## config.mk

```make
export PLATFORM = sky130hd
export DESIGN_NAME = cwu_top
export DESIGN_NICKNAME = d
export VERILOG_FILES = /design/src/cwu_pkg.sv /design/src/cwu_top.sv /design/src/cwu_deadband.sv
export SDC_FILE = /design/constraint.sdc
export NUM_CORES = 1
export LEC_CHECK = 0
export BUFFER_PORTS_ARGS = -buffer_cell sky130_fd_sc_hd__buf_2
export CAP_MARGIN = 20
export CORE_UTILIZATION = 40
export CTS_CLUSTER_SIZE = 40
export DETAILED_ROUTE_END_ITERATION = 12
export SYNTH_ARGS = -nofsm -noshare
export SYNTH_HDL_FRONTEND = slang
export SYNTH_SLANG_ARGS = --single-unit
```

## constraint.sdc

```tcl
create_clock -name i_sys_clk -period 6.3 [get_ports i_sys_clk]
set_clock_uncertainty 0.05 [all_clocks]
set_input_delay 1.26 -clock i_sys_clk [delete_from_list [all_inputs] [get_ports i_sys_clk]]
set_output_delay 1.26 -clock i_sys_clk [all_outputs]
set_load 0.05 [all_outputs]
```

## src/cwu_pkg.sv

```systemverilog
package cwu_pkg;

	// =============================================================
	// register map (word index = byte address / 4 not used: plain port)
	localparam logic [2:0] ADDR_CTRL = 3'h0;
	localparam logic [2:0] ADDR_INSEL = 3'h1;
	localparam logic [2:0] ADDR_SHDN = 3'h2;
	localparam logic [2:0] ADDR_DBR = 3'h3;
	localparam logic [2:0] ADDR_DBF = 3'h4;
	localparam logic [2:0] ADDR_IRQ_STAT = 3'h5;
	localparam logic [2:0] ADDR_IRQ_MASK = 3'h6;
	localparam logic [2:0] ADDR_STATUS = 3'h7;

	// =============================================================
	// control register fields
	localparam int CTRL_EN_BIT = 7;
	localparam int CTRL_OEB_BIT = 6;
	localparam int CTRL_OEA_BIT = 5;
	localparam int CTRL_POLB_BIT = 4;
	localparam int CTRL_POLA_BIT = 3;
	localparam int CTRL_CLKSEL_BIT = 0;

	// shutdown control register fields
	localparam int SHDN_ACTIVE_BIT = 7;
	localparam int SHDN_ARSEN_BIT = 6;
	localparam int SHDN_LVLB_BIT = 5;
	localparam int SHDN_LVLA_BIT = 4;
	localparam int SHDN_SRC_LSB = 0;
	localparam int SHDN_SRC_W = 4;

	// interrupt status fields
	localparam int IRQ_SHDN_BIT = 0;
	localparam int IRQ_RESUME_BIT = 1;
	localparam int IRQ_W = 2;

	localparam logic [7:0] RST_CTRL = 8'h00;
	localparam logic [7:0] RST_SHDN = 8'h00;
	localparam logic [7:0] RST_BYTE = 8'h00;

	// =============================================================
	typedef struct packed {
		logic [2:0] addr;
		logic [7:0] wdata;
		logic wr;
		logic rd;
	} cwu_bus_req_t;

	typedef enum logic [1:0] {
		CWU_ST_OFF = 2'b00,
		CWU_ST_SHUT = 2'b01,
		CWU_ST_WAIT_EDGE = 2'b10,
		CWU_ST_RUN = 2'b11
	} cwu_state_t;

endpackage : cwu_pkg

```

## src/cwu_top.sv

```systemverilog
// Our own choices: the placing of the registers and the strobed register port.
`timescale 1ns/100ps

// What this block does
// - generator runs from the system clock; the clock select bit only feeds the fast oscillator request
// - fast oscillator request stays on in sleep when enabled, input active, selected
// - both clocks on fast oscillator: cpu idles, generator keeps running in sleep
// - in shutdown, output A and B driven at their override level bits
// - polarity never applies to override levels
// - without auto-restart, shutdown holds until software clears the bit
// - software clear of shutdown only succeeds when all selected sources are low
// - after clear, overrides hold until next input rising edge, then resume
// - with auto-restart, hardware clears shutdown when all sources are low
module cwu_top #(
	parameter int DB_W = 8,
	parameter int NSRC = 4,
	parameter int NIN = 4
) (
	// clock, reset, enable
	input wire logic i_sys_clk,
	input wire logic i_srst,
	input wire logic i_ce,
	// register port
	input wire logic [2:0] i_addr,
	input wire logic [7:0] i_wdata,
	input wire logic i_wr,
	input wire logic i_rd,
	output logic [7:0] o_rdata,
	// waveform, shutdown and sleep inputs
	input wire logic [NIN-1:0] i_wave_src,
	input wire logic [NSRC-1:0] i_shdn_src,
	input wire logic i_sleep,
	// outputs
	output logic o_out_a,
	output logic o_out_a_oe,
	output logic o_out_b,
	output logic o_out_b_oe,
	output logic o_fast_osc_req,
	output logic o_irq
);

	// =============================================================
	// registers
	cwu_pkg::cwu_bus_req_t req;
	logic [7:0] ctrl_q, ctrl_d;
	logic [7:0] insel_q, insel_d;
	logic [7:0] shdn_q, shdn_d;
	logic [DB_W-1:0] dbr_q, dbr_d, dbf_q, dbf_d;
	logic [cwu_pkg::IRQ_W-1:0] ist_q, ist_d, imask_q, imask_d;
	logic [7:0] rdata_q, rdata_d;
	cwu_pkg::cwu_state_t st_q, st_d;
	logic in_q, in_d;
	logic out_a_q, out_a_d, out_b_q, out_b_d;

	logic wave_in, any_shdn, rise, en, active, wr_shdn, sw_clear;
	logic db_a, db_b;

	assign req = '{addr: i_addr, wdata: i_wdata, wr: i_wr, rd: i_rd};

	function automatic logic hit_wr(input cwu_pkg::cwu_bus_req_t r, input logic [2:0] a);
		hit_wr = r.wr && (r.addr == a);
	endfunction : hit_wr

	assign wave_in = i_wave_src[insel_q[$clog2(NIN)-1:0]];
	assign any_shdn = |(i_shdn_src & shdn_q[cwu_pkg::SHDN_SRC_LSB +: NSRC]);
	assign rise = wave_in && !in_q;
	assign en = ctrl_q[cwu_pkg::CTRL_EN_BIT];
	assign active = shdn_q[cwu_pkg::SHDN_ACTIVE_BIT];
	assign wr_shdn = hit_wr(req, cwu_pkg::ADDR_SHDN);
	assign sw_clear = wr_shdn && !i_wdata[cwu_pkg::SHDN_ACTIVE_BIT];

	// =============================================================
	// register file and shutdown bit
	always_comb
	begin
		ctrl_d = hit_wr(req, cwu_pkg::ADDR_CTRL) ? i_wdata : ctrl_q;
		insel_d = hit_wr(req, cwu_pkg::ADDR_INSEL) ? i_wdata : insel_q;
		dbr_d = hit_wr(req, cwu_pkg::ADDR_DBR) ? i_wdata[DB_W-1:0] : dbr_q;
		dbf_d = hit_wr(req, cwu_pkg::ADDR_DBF) ? i_wdata[DB_W-1:0] : dbf_q;
		imask_d = hit_wr(req, cwu_pkg::ADDR_IRQ_MASK) ? i_wdata[cwu_pkg::IRQ_W-1:0] : imask_q;
		shdn_d = wr_shdn ? i_wdata : shdn_q;
		// software may set the bit unless the same write sets auto-restart with sources low; a clear only sticks when sources are low
		if (sw_clear && any_shdn)
			shdn_d[cwu_pkg::SHDN_ACTIVE_BIT] = 1'b1;
		else if (!wr_shdn && active && !any_shdn && shdn_q[cwu_pkg::SHDN_ARSEN_BIT])
			shdn_d[cwu_pkg::SHDN_ACTIVE_BIT] = 1'b0;
		if (wr_shdn && i_wdata[cwu_pkg::SHDN_ARSEN_BIT] && !any_shdn)
			shdn_d[cwu_pkg::SHDN_ACTIVE_BIT] = 1'b0;
		if (any_shdn)
			shdn_d[cwu_pkg::SHDN_ACTIVE_BIT] = 1'b1;
		ist_d = ist_q;
		if (hit_wr(req, cwu_pkg::ADDR_IRQ_STAT))
			ist_d = ist_q & ~i_wdata[cwu_pkg::IRQ_W-1:0];
		// set wins over clear
		if (!active && shdn_d[cwu_pkg::SHDN_ACTIVE_BIT])
			ist_d[cwu_pkg::IRQ_SHDN_BIT] = 1'b1;
		if (st_q != cwu_pkg::CWU_ST_RUN && st_d == cwu_pkg::CWU_ST_RUN)
			ist_d[cwu_pkg::IRQ_RESUME_BIT] = 1'b1;
		unique case (i_addr)
			cwu_pkg::ADDR_CTRL: rdata_d = ctrl_q;
			cwu_pkg::ADDR_INSEL: rdata_d = insel_q;
			cwu_pkg::ADDR_SHDN: rdata_d = shdn_q;
			cwu_pkg::ADDR_DBR: rdata_d = 8'(dbr_q);
			cwu_pkg::ADDR_DBF: rdata_d = 8'(dbf_q);
			cwu_pkg::ADDR_IRQ_STAT: rdata_d = 8'(ist_q);
			cwu_pkg::ADDR_IRQ_MASK: rdata_d = 8'(imask_q);
			cwu_pkg::ADDR_STATUS: rdata_d = {5'h00, wave_in, st_q};
		endcase
		if (!i_rd)
			rdata_d = cwu_pkg::RST_BYTE;
	end

	// =============================================================
	// restart sequencing
	always_comb
	begin
		st_d = st_q;
		in_d = wave_in;
		unique case (st_q)
			cwu_pkg::CWU_ST_OFF:
				if (en)
					st_d = active ? cwu_pkg::CWU_ST_SHUT : cwu_pkg::CWU_ST_WAIT_EDGE;
			cwu_pkg::CWU_ST_SHUT:
				// an edge in the cycle right after the clear is already the first one
				if (!active && rise)
					st_d = cwu_pkg::CWU_ST_RUN;
				else if (!active)
					st_d = cwu_pkg::CWU_ST_WAIT_EDGE;
			cwu_pkg::CWU_ST_WAIT_EDGE:
				if (active)
					st_d = cwu_pkg::CWU_ST_SHUT;
				else if (rise)
					st_d = cwu_pkg::CWU_ST_RUN;
			cwu_pkg::CWU_ST_RUN:
				if (active)
					st_d = cwu_pkg::CWU_ST_SHUT;
		endcase
		if (!en)
			st_d = cwu_pkg::CWU_ST_OFF;
	end

	// =============================================================
	// dead-band on each complementary edge
	cwu_deadband #(.W(DB_W)) u_db_a (
		.i_sys_clk(i_sys_clk),
		.i_srst(i_srst),
		.i_ce(i_ce),
		.i_in(wave_in),
		.i_delay(dbr_q),
		.o_out(db_a)
	);

	cwu_deadband #(.W(DB_W)) u_db_b (
		.i_sys_clk(i_sys_clk),
		.i_srst(i_srst),
		.i_ce(i_ce),
		.i_in(!wave_in),
		.i_delay(dbf_q),
		.o_out(db_b)
	);

	// =============================================================
	// output drive
	always_comb
	begin
		out_a_d = 1'b0;
		out_b_d = 1'b0;
		if (st_d == cwu_pkg::CWU_ST_RUN)
		begin
			out_a_d = db_a ^ ctrl_q[cwu_pkg::CTRL_POLA_BIT];
			out_b_d = db_b ^ ctrl_q[cwu_pkg::CTRL_POLB_BIT];
		end
		else if (st_d != cwu_pkg::CWU_ST_OFF)
		begin
			// override levels bypass polarity on purpose
			out_a_d = shdn_d[cwu_pkg::SHDN_LVLA_BIT];
			out_b_d = shdn_d[cwu_pkg::SHDN_LVLB_BIT];
		end
	end

	always_ff @(posedge i_sys_clk)
	begin
		if (i_srst)
		begin
			ctrl_q <= cwu_pkg::RST_CTRL;
			insel_q <= cwu_pkg::RST_BYTE;
			shdn_q <= cwu_pkg::RST_SHDN;
			dbr_q <= '0;
			dbf_q <= '0;
			ist_q <= '0;
			imask_q <= '0;
			rdata_q <= cwu_pkg::RST_BYTE;
			st_q <= cwu_pkg::CWU_ST_OFF;
			in_q <= 1'b0;
			out_a_q <= 1'b0;
			out_b_q <= 1'b0;
		end
		else if (i_ce)
		begin
			ctrl_q <= ctrl_d;
			insel_q <= insel_d;
			shdn_q <= shdn_d;
			dbr_q <= dbr_d;
			dbf_q <= dbf_d;
			ist_q <= ist_d;
			imask_q <= imask_d;
			rdata_q <= rdata_d;
			st_q <= st_d;
			in_q <= in_d;
			out_a_q <= out_a_d;
			out_b_q <= out_b_d;
		end
	end

	// sleep does not gate this block; not even the oscillator request depends on it
	assign o_fast_osc_req = en && wave_in
		&& ctrl_q[cwu_pkg::CTRL_CLKSEL_BIT];
	assign o_out_a = out_a_q;
	assign o_out_b = out_b_q;
	assign o_out_a_oe = en && ctrl_q[cwu_pkg::CTRL_OEA_BIT];
	assign o_out_b_oe = en && ctrl_q[cwu_pkg::CTRL_OEB_BIT];
	assign o_rdata = rdata_q;
	assign o_irq = |(ist_q & imask_q);

	// =============================================================
	// assertions
	property p_override_a;
		@(posedge i_sys_clk) disable iff (i_srst)
		(i_ce && (st_q == cwu_pkg::CWU_ST_SHUT)) |-> (o_out_a == shdn_q[cwu_pkg::SHDN_LVLA_BIT]);
	endproperty
	a_override_a: assert property (p_override_a) else $error("output a not at override");

	// either polarity bit set: both levels still pass unchanged, before and after the clear
	property p_override_b_nopol;
		@(posedge i_sys_clk) disable iff (i_srst)
		((st_q == cwu_pkg::CWU_ST_SHUT || st_q == cwu_pkg::CWU_ST_WAIT_EDGE)
			&& (ctrl_q[cwu_pkg::CTRL_POLA_BIT] || ctrl_q[cwu_pkg::CTRL_POLB_BIT]))
		|-> (o_out_b == shdn_q[cwu_pkg::SHDN_LVLB_BIT]
			&& o_out_a == shdn_q[cwu_pkg::SHDN_LVLA_BIT]);
	endproperty
	a_override_b_nopol: assert property (p_override_b_nopol)
		else $error("override inverted");

	property p_clear_blocked;
		@(posedge i_sys_clk) disable iff (i_srst)
		(i_ce && sw_clear && any_shdn) |=> active;
	endproperty
	a_clear_blocked: assert property (p_clear_blocked)
		else $error("clear taken with source high");

	property p_clear_taken;
		@(posedge i_sys_clk) disable iff (i_srst)
		(i_ce && sw_clear && !any_shdn) |=> !active;
	endproperty
	a_clear_taken: assert property (p_clear_taken) else $error("clear refused");

	property p_set_on_src;
		@(posedge i_sys_clk) disable iff (i_srst)
		(i_ce && any_shdn) |=> active;
	endproperty
	a_set_on_src: assert property (p_set_on_src) else $error("shutdown bit not set");

	property p_autorestart;
		@(posedge i_sys_clk) disable iff (i_srst)
		(i_ce && !req.wr && active && !any_shdn && shdn_q[cwu_pkg::SHDN_ARSEN_BIT]) |=> !active;
	endproperty
	a_autorestart: assert property (p_autorestart) else $error("auto restart missed");

	property p_hold_no_ar;
		@(posedge i_sys_clk) disable iff (i_srst)
		(active && !shdn_q[cwu_pkg::SHDN_ARSEN_BIT] && !wr_shdn) |=> active;
	endproperty
	a_hold_no_ar: assert property (p_hold_no_ar)
		else $error("shutdown cleared by itself");

	property p_resume_edge;
		@(posedge i_sys_clk) disable iff (i_srst)
		(st_q != cwu_pkg::CWU_ST_RUN) ##1 (st_q == cwu_pkg::CWU_ST_RUN) |-> $past(rise);
	endproperty
	a_resume_edge: assert property (p_resume_edge) else $error("resume without edge");

	property p_osc;
		@(posedge i_sys_clk) disable iff (i_srst)
		(en && wave_in && ctrl_q[cwu_pkg::CTRL_CLKSEL_BIT] && i_sleep) |-> o_fast_osc_req;
	endproperty
	a_osc: assert property (p_osc) else $error("oscillator dropped in sleep");

	// sleep is only watched: the sequencer must step on regardless
	property p_sleep_runs;
		@(posedge i_sys_clk) disable iff (i_srst)
		(i_ce && i_sleep && en && !active && st_q == cwu_pkg::CWU_ST_WAIT_EDGE && rise)
		|=> (st_q == cwu_pkg::CWU_ST_RUN);
	endproperty
	a_sleep_runs: assert property (p_sleep_runs)
		else $error("generator stalled in sleep");

	c_shut: cover property (@(posedge i_sys_clk) st_q == cwu_pkg::CWU_ST_SHUT);
	c_resume: cover property (@(posedge i_sys_clk)
		st_q == cwu_pkg::CWU_ST_WAIT_EDGE ##1 st_q == cwu_pkg::CWU_ST_RUN);
	c_irq: cover property (@(posedge i_sys_clk) o_irq);
	c_auto_clear: cover property (@(posedge i_sys_clk)
		active && shdn_q[cwu_pkg::SHDN_ARSEN_BIT] ##1 !active);
	c_sleep_run: cover property (@(posedge i_sys_clk)
		i_sleep && st_q == cwu_pkg::CWU_ST_RUN);

endmodule : cwu_top

```

## src/cwu_deadband.sv

```systemverilog
`timescale 1ns/100ps

// =============================================================
// dead-band delay of one rising transition
module cwu_deadband #(
	parameter int W = 8
) (
	// clock and reset
	input wire logic i_sys_clk,
	input wire logic i_srst,
	input wire logic i_ce,
	// data
	input wire logic i_in,
	input wire logic [W-1:0] i_delay,
	output logic o_out
);

	logic [W-1:0] cnt_q, cnt_d;
	logic out_q, out_d;

	always_comb
	begin
		cnt_d = cnt_q;
		out_d = out_q;
		if (!i_in)
		begin
			out_d = 1'b0;
			cnt_d = '0;
		end
		else if (!out_q)
		begin
			if (cnt_q >= i_delay)
				out_d = 1'b1;
			else
				cnt_d = cnt_q + {{(W-1){1'b0}}, 1'b1};
		end
	end

	always_ff @(posedge i_sys_clk)
	begin
		if (i_srst)
		begin
			cnt_q <= '0;
			out_q <= 1'b0;
		end
		else if (i_ce)
		begin
			cnt_q <= cnt_d;
			out_q <= out_d;
		end
	end

	assign o_out = out_q;

endmodule : cwu_deadband

```

# Word-level counts from Yosys, hierarchy flattened
# Index checks and enable logic that the tools add are counted.
# totals
reg_bits	75
latchBits	0
mem_bits_rw	0
rom_bits	0
in_bits	25
output_inout_bits	14
wordCells	125
n_memories	0
# classes
addsub	2
multipliers	0
div	0
magnitude_cmp	3
eq_ne	16
shift	0
muxes	36
bitwise	6
reduce_logical	44
# op_table
cell	count
2-to-1 mux 8 bit	8
case mux 8 bit (8 select lines)	1
logical AND 1 bit	22
2-to-1 mux 1 bit	17
adder 8 x 1 -> 8 bit (second input constant)	2
greater-or-equal comparator 8 bit	2
2-to-1 mux 2 bit	8
AND reduction 2 bit	8
== test 3 bit (second input constant)	4
inequality test 2 bit (second input constant)	5
case mux 2 bit (4 select lines)	1
== test 2 bit (second input constant)	3
== test 3 x 2 -> 1 bit (second input constant)	2
AND reduction 3 bit	2
nonzero test 2 bit	3
zero test 1 bit	5
AND 2 bit	2
AND 4 bit	1
OR reduction 4 bit	1
== test 3 x 1 -> 1 bit (second input constant)	1
zero test 3 bit	1
less-than comparator 2 x 3 -> 1 bit (second input constant)	1
binary-select mux 1 bit (select 2 bit)	1
== test 2 x 1 -> 1 bit (second input constant)	1
4 further kinds	5

# Logic depth before layout (Yosys ltp)
# depth
depth_word	13
depth_mapped	9

# Cells and area by module
# Synthesis repeated with hierarchy kept, for this count alone.
# unflattened
cells_unflattened	474
area_unflattened_um2	4110.2
# modules_own_cells
mod	instances	cells_each	area_each_um2	seq_area_each_um2
cwu_top	1	316	2743.9	1141.1
cwu_deadband	2	79	683.2	180.2

# Worst setup path before layout
# Ideal clock, no wire load.
# synth_path
path_type	input port to output port
startpoint	input port i_wave_src[3]
endpoint	output port o_fast_osc_req
arrival_time_ps	2299
t_required_ps	4990
path_slack_ps	2691
stages	3
cell_sequence	mux4_2 clkbuf_1 and3_1
# synth_between
elab_chain_cells	4
# synth_lines
item	line_no	rtl
from (decl)	cwu_top.sv:30	input wire logic [NIN-1:0] i_wave_src,
binary-select mux 1 bit (select 2 bit)	cwu_top.sv:64	assign wave_in = i_wave_src[insel_q[$clog2(NIN)-1:0]];
2-to-1 mux 1 bit (implied by the code)	cwu_top.sv:64	
logical AND 1 bit	cwu_top.sv:216	assign o_fast_osc_req = en && wave_in
logical AND 1 bit	cwu_top.sv:217	&& ctrl_q[cwu_pkg::CTRL_CLKSEL_BIT];
to (decl)	cwu_top.sv:38	output logic o_fast_osc_req,
# No other way between the ends. The select of a mux whose other input is x is not followed.

# Worst setup path in the final report
# Ends and elaborated chain as after synthesis.

==> results.ini <==
[power]
p_leak_nw = 1.60
intPower_w = 0.000671
fin_total_pwr_w = 0.000913
swShare = 0.265
peakVddDrop_mv = 0.104
power.switching_w = 0.000242
p_seq_frac = 0.532
power_density_nw_per_um2 = 209
pwr-share-comb = 0.089
power_frac_clock = 0.379

[place]
placed_cells = 594
gp_congestion = 0.809
port_buffers = 37
dp_hpwl_um = 6700

[clock_tree]
cts_root_buf = clkbuf_8
cts_buffers = 9
cts.sinks = 75
clock_latency_ps = 340
path_clk_slew_ps = 80
htree_levels = 3
cts_buffer_depth = 2
cts_resized = 0
post_cts_buffers = 0
ctsHoldBuffers = 0
cts_tree = built

[detailed_routing]
first_iter_violations = 123
ant_nets = 0
first_pass_iters = 4
vias_per_cell = 5.35
vias = 3262
drc = 0
wire_per_inst_um = 15.3
wirelength_um = 9330

[layout]
fin_nets = 519
areaGrowthSynthToFinish_pct = 11.3
final_cell_mix = dfxtp_1, nor2_1, mux2i_1, buf_2, nand2_1
layout-drive-gt1-share = 0.150
diodes = 0
final_common_cell = dfxtp_1
final_cells = 610

[synth]
synth_area_um2 = 3930
netlist_instances = 449
synth_nets = 492
synth_edf_count = 0
syn_avg_cell_area_um2 = 8.75
yosys_most_used_dff = dfxtp_1
synth-seq-cells = 75
synth.distinct_cells = 54
ys_seq_area_frac = 0.382
ys_warn_count = 0
synthArstFlopShare = 0

[sta]
maxSlewHeadroom = 0.534
post-route-period-util = 0.593
whs_ps = 415
min_period_ps = 3740
drv_slew = 0
tns_ps = 0
max_freq_mhz = 268
worst_pin_slew_ps = 699
setup_viol = 0
grt_setup_unrepaired = false
finalHoldViolCount = 0

[floorplan]
start_util = 0.419
die_w_um = 101
dieArea_um2 = 10200
core-area_um2 = 9370
die_h_um = 101
fp-row-count = 35
ios = 39

[global_routing]
grt_overflow = 0
grt_usage = 0.197
grt_pass1_vias = 3101
grt_pass1_wl_um = 15700
antenna_found_initial = 0
grt_max_degree = 67

[worst_hold_path]
hold_start = o_rdata[0]
worstHoldPathType = reg2reg

[critical_path]
endpoint_kind = output pin
worst_ep_arrival_time_ps = 2430
cp-startpoint = i_wave_src[3]
crit_required_ps = 4990
r2r-start = u_db_b.cnt_q[0]
start_kind = input port
criticalPathCategory = in2out
path_max_fanout = 13

[job]
maxCapViolations = 0

[outcome]
status = completed

==> cell families after synthesis <==
kind of cell / share of synthesized area
and+or+nand+nor: 0.230
AOI/OAI and AO/OA: 0.131
DFF: 0.382
buffers and inverters: 0.0455
muxes: 0.134
adders and majority gates: 0.0573
xor gates and xnor gates: 0.0201
==> power groups by stage <==
stage / sequential (W) / combinational (W) / clock (W)
2_1_floorplan: 0.000498 / 0.0000538 / 0
3_3_place_gp: 0.000497 / 0.0000800 / 0
3_5_place_dp: 0.000497 / 0.0000809 / 0
4_1_cts: 0.000486 / 0.0000812 / 0.000356
5_1_grt: 0.000487 / 0.0000891 / 0.000376
6_report: 0.000486 / 0.0000808 / 0.000346
==> layout make-up <==
type                    count  area [µm²]
inverters                  24        90.1
clock inverters             4        25.0
repair buffers             38         193
fillers                   957        5000
flip-flops and latches     75        1500
well taps                 129         161
clock buffers              12         155
multi-input cells         328        2250
==> registers in the layout (all words and copies together), names as in the netlist, 2 cells and up <==
signal and flops:
ctrl_q 8, ist_q 2, o_rdata 8, st_q 2, dbf_q 8, insel_q 8
u_db_b.cnt_q 8, imask_q 2, shdn_q 8, dbr_q 8, u_db_a.cnt_q 8
==> synth_stat cells (all sizes together) (2+ instances only) <==
library cell	instances	area, µm²
a2111oi	5	45.0
a211oi	7	57.6
a21oi	25	129
a22oi	2	15.0
a31oi	6	37.5
and2	4	25.0
buf	9	40.0
clkbuf	13	48.8
dfxtp	75	1500
ha	18	225
inv	24	90.1
mux2i	37	370
mux4	7	158
nand2	29	109
nand2b	7	51.3
nand3	18	90.1
nand3b	2	15.0
nand4	8	50.1
nor2	69	269
nor2b	19	119
nor3	5	47.5
nor3b	2	26.3
nor4	2	12.5
o211ai	5	37.5
o21ai	16	83.8
o22ai	5	31.3
or2	2	12.5
or3	4	25.0
or4	2	15.0
xor2	9	78.8
==> worst paths after layout <==
| check | endpoint | slack (ps) | cells past startpoint |
|---|---|---|---|
| setup / recovery | o_fast_osc_req | 2560 | 4 |
| hold / removal | o_rdata[0] | 420 | 2 |
| setup reg to reg | u_db_b.cnt_q[7] | 3830 | 8 |
| hold reg to reg | o_rdata[0] | 420 | 2 |
==> routing by layer <==
layer,wire (µm),GRT usage,up-vias
met3,418,0.0520,14
met2,4380,0.327,54
met4,155,0.0569,0
met1,4370,0.252,1556
li1,-,-,1638
met5,0,0,-
==> metrics by stage <==
stage | cell area (µm²) | setup slack [ps] | utilization
floorplan | 3930 | 2690 | -
global placement | 4190 | 2560 | 0.448
detailed placement | 4190 | 2550 | 0.448
CTS | 4370 | 2550 | 0.467
global route | 4370 | 2510 | 0.467
finish | 4370 | 2560 | 0.467
==> worst max-delay path, stage by stage <==
cell	delay, ps
buf_2	90
mux4_2	630
and3_1	240
buf_2	200
No activity file was read; power rests on OpenSTA's default activity.
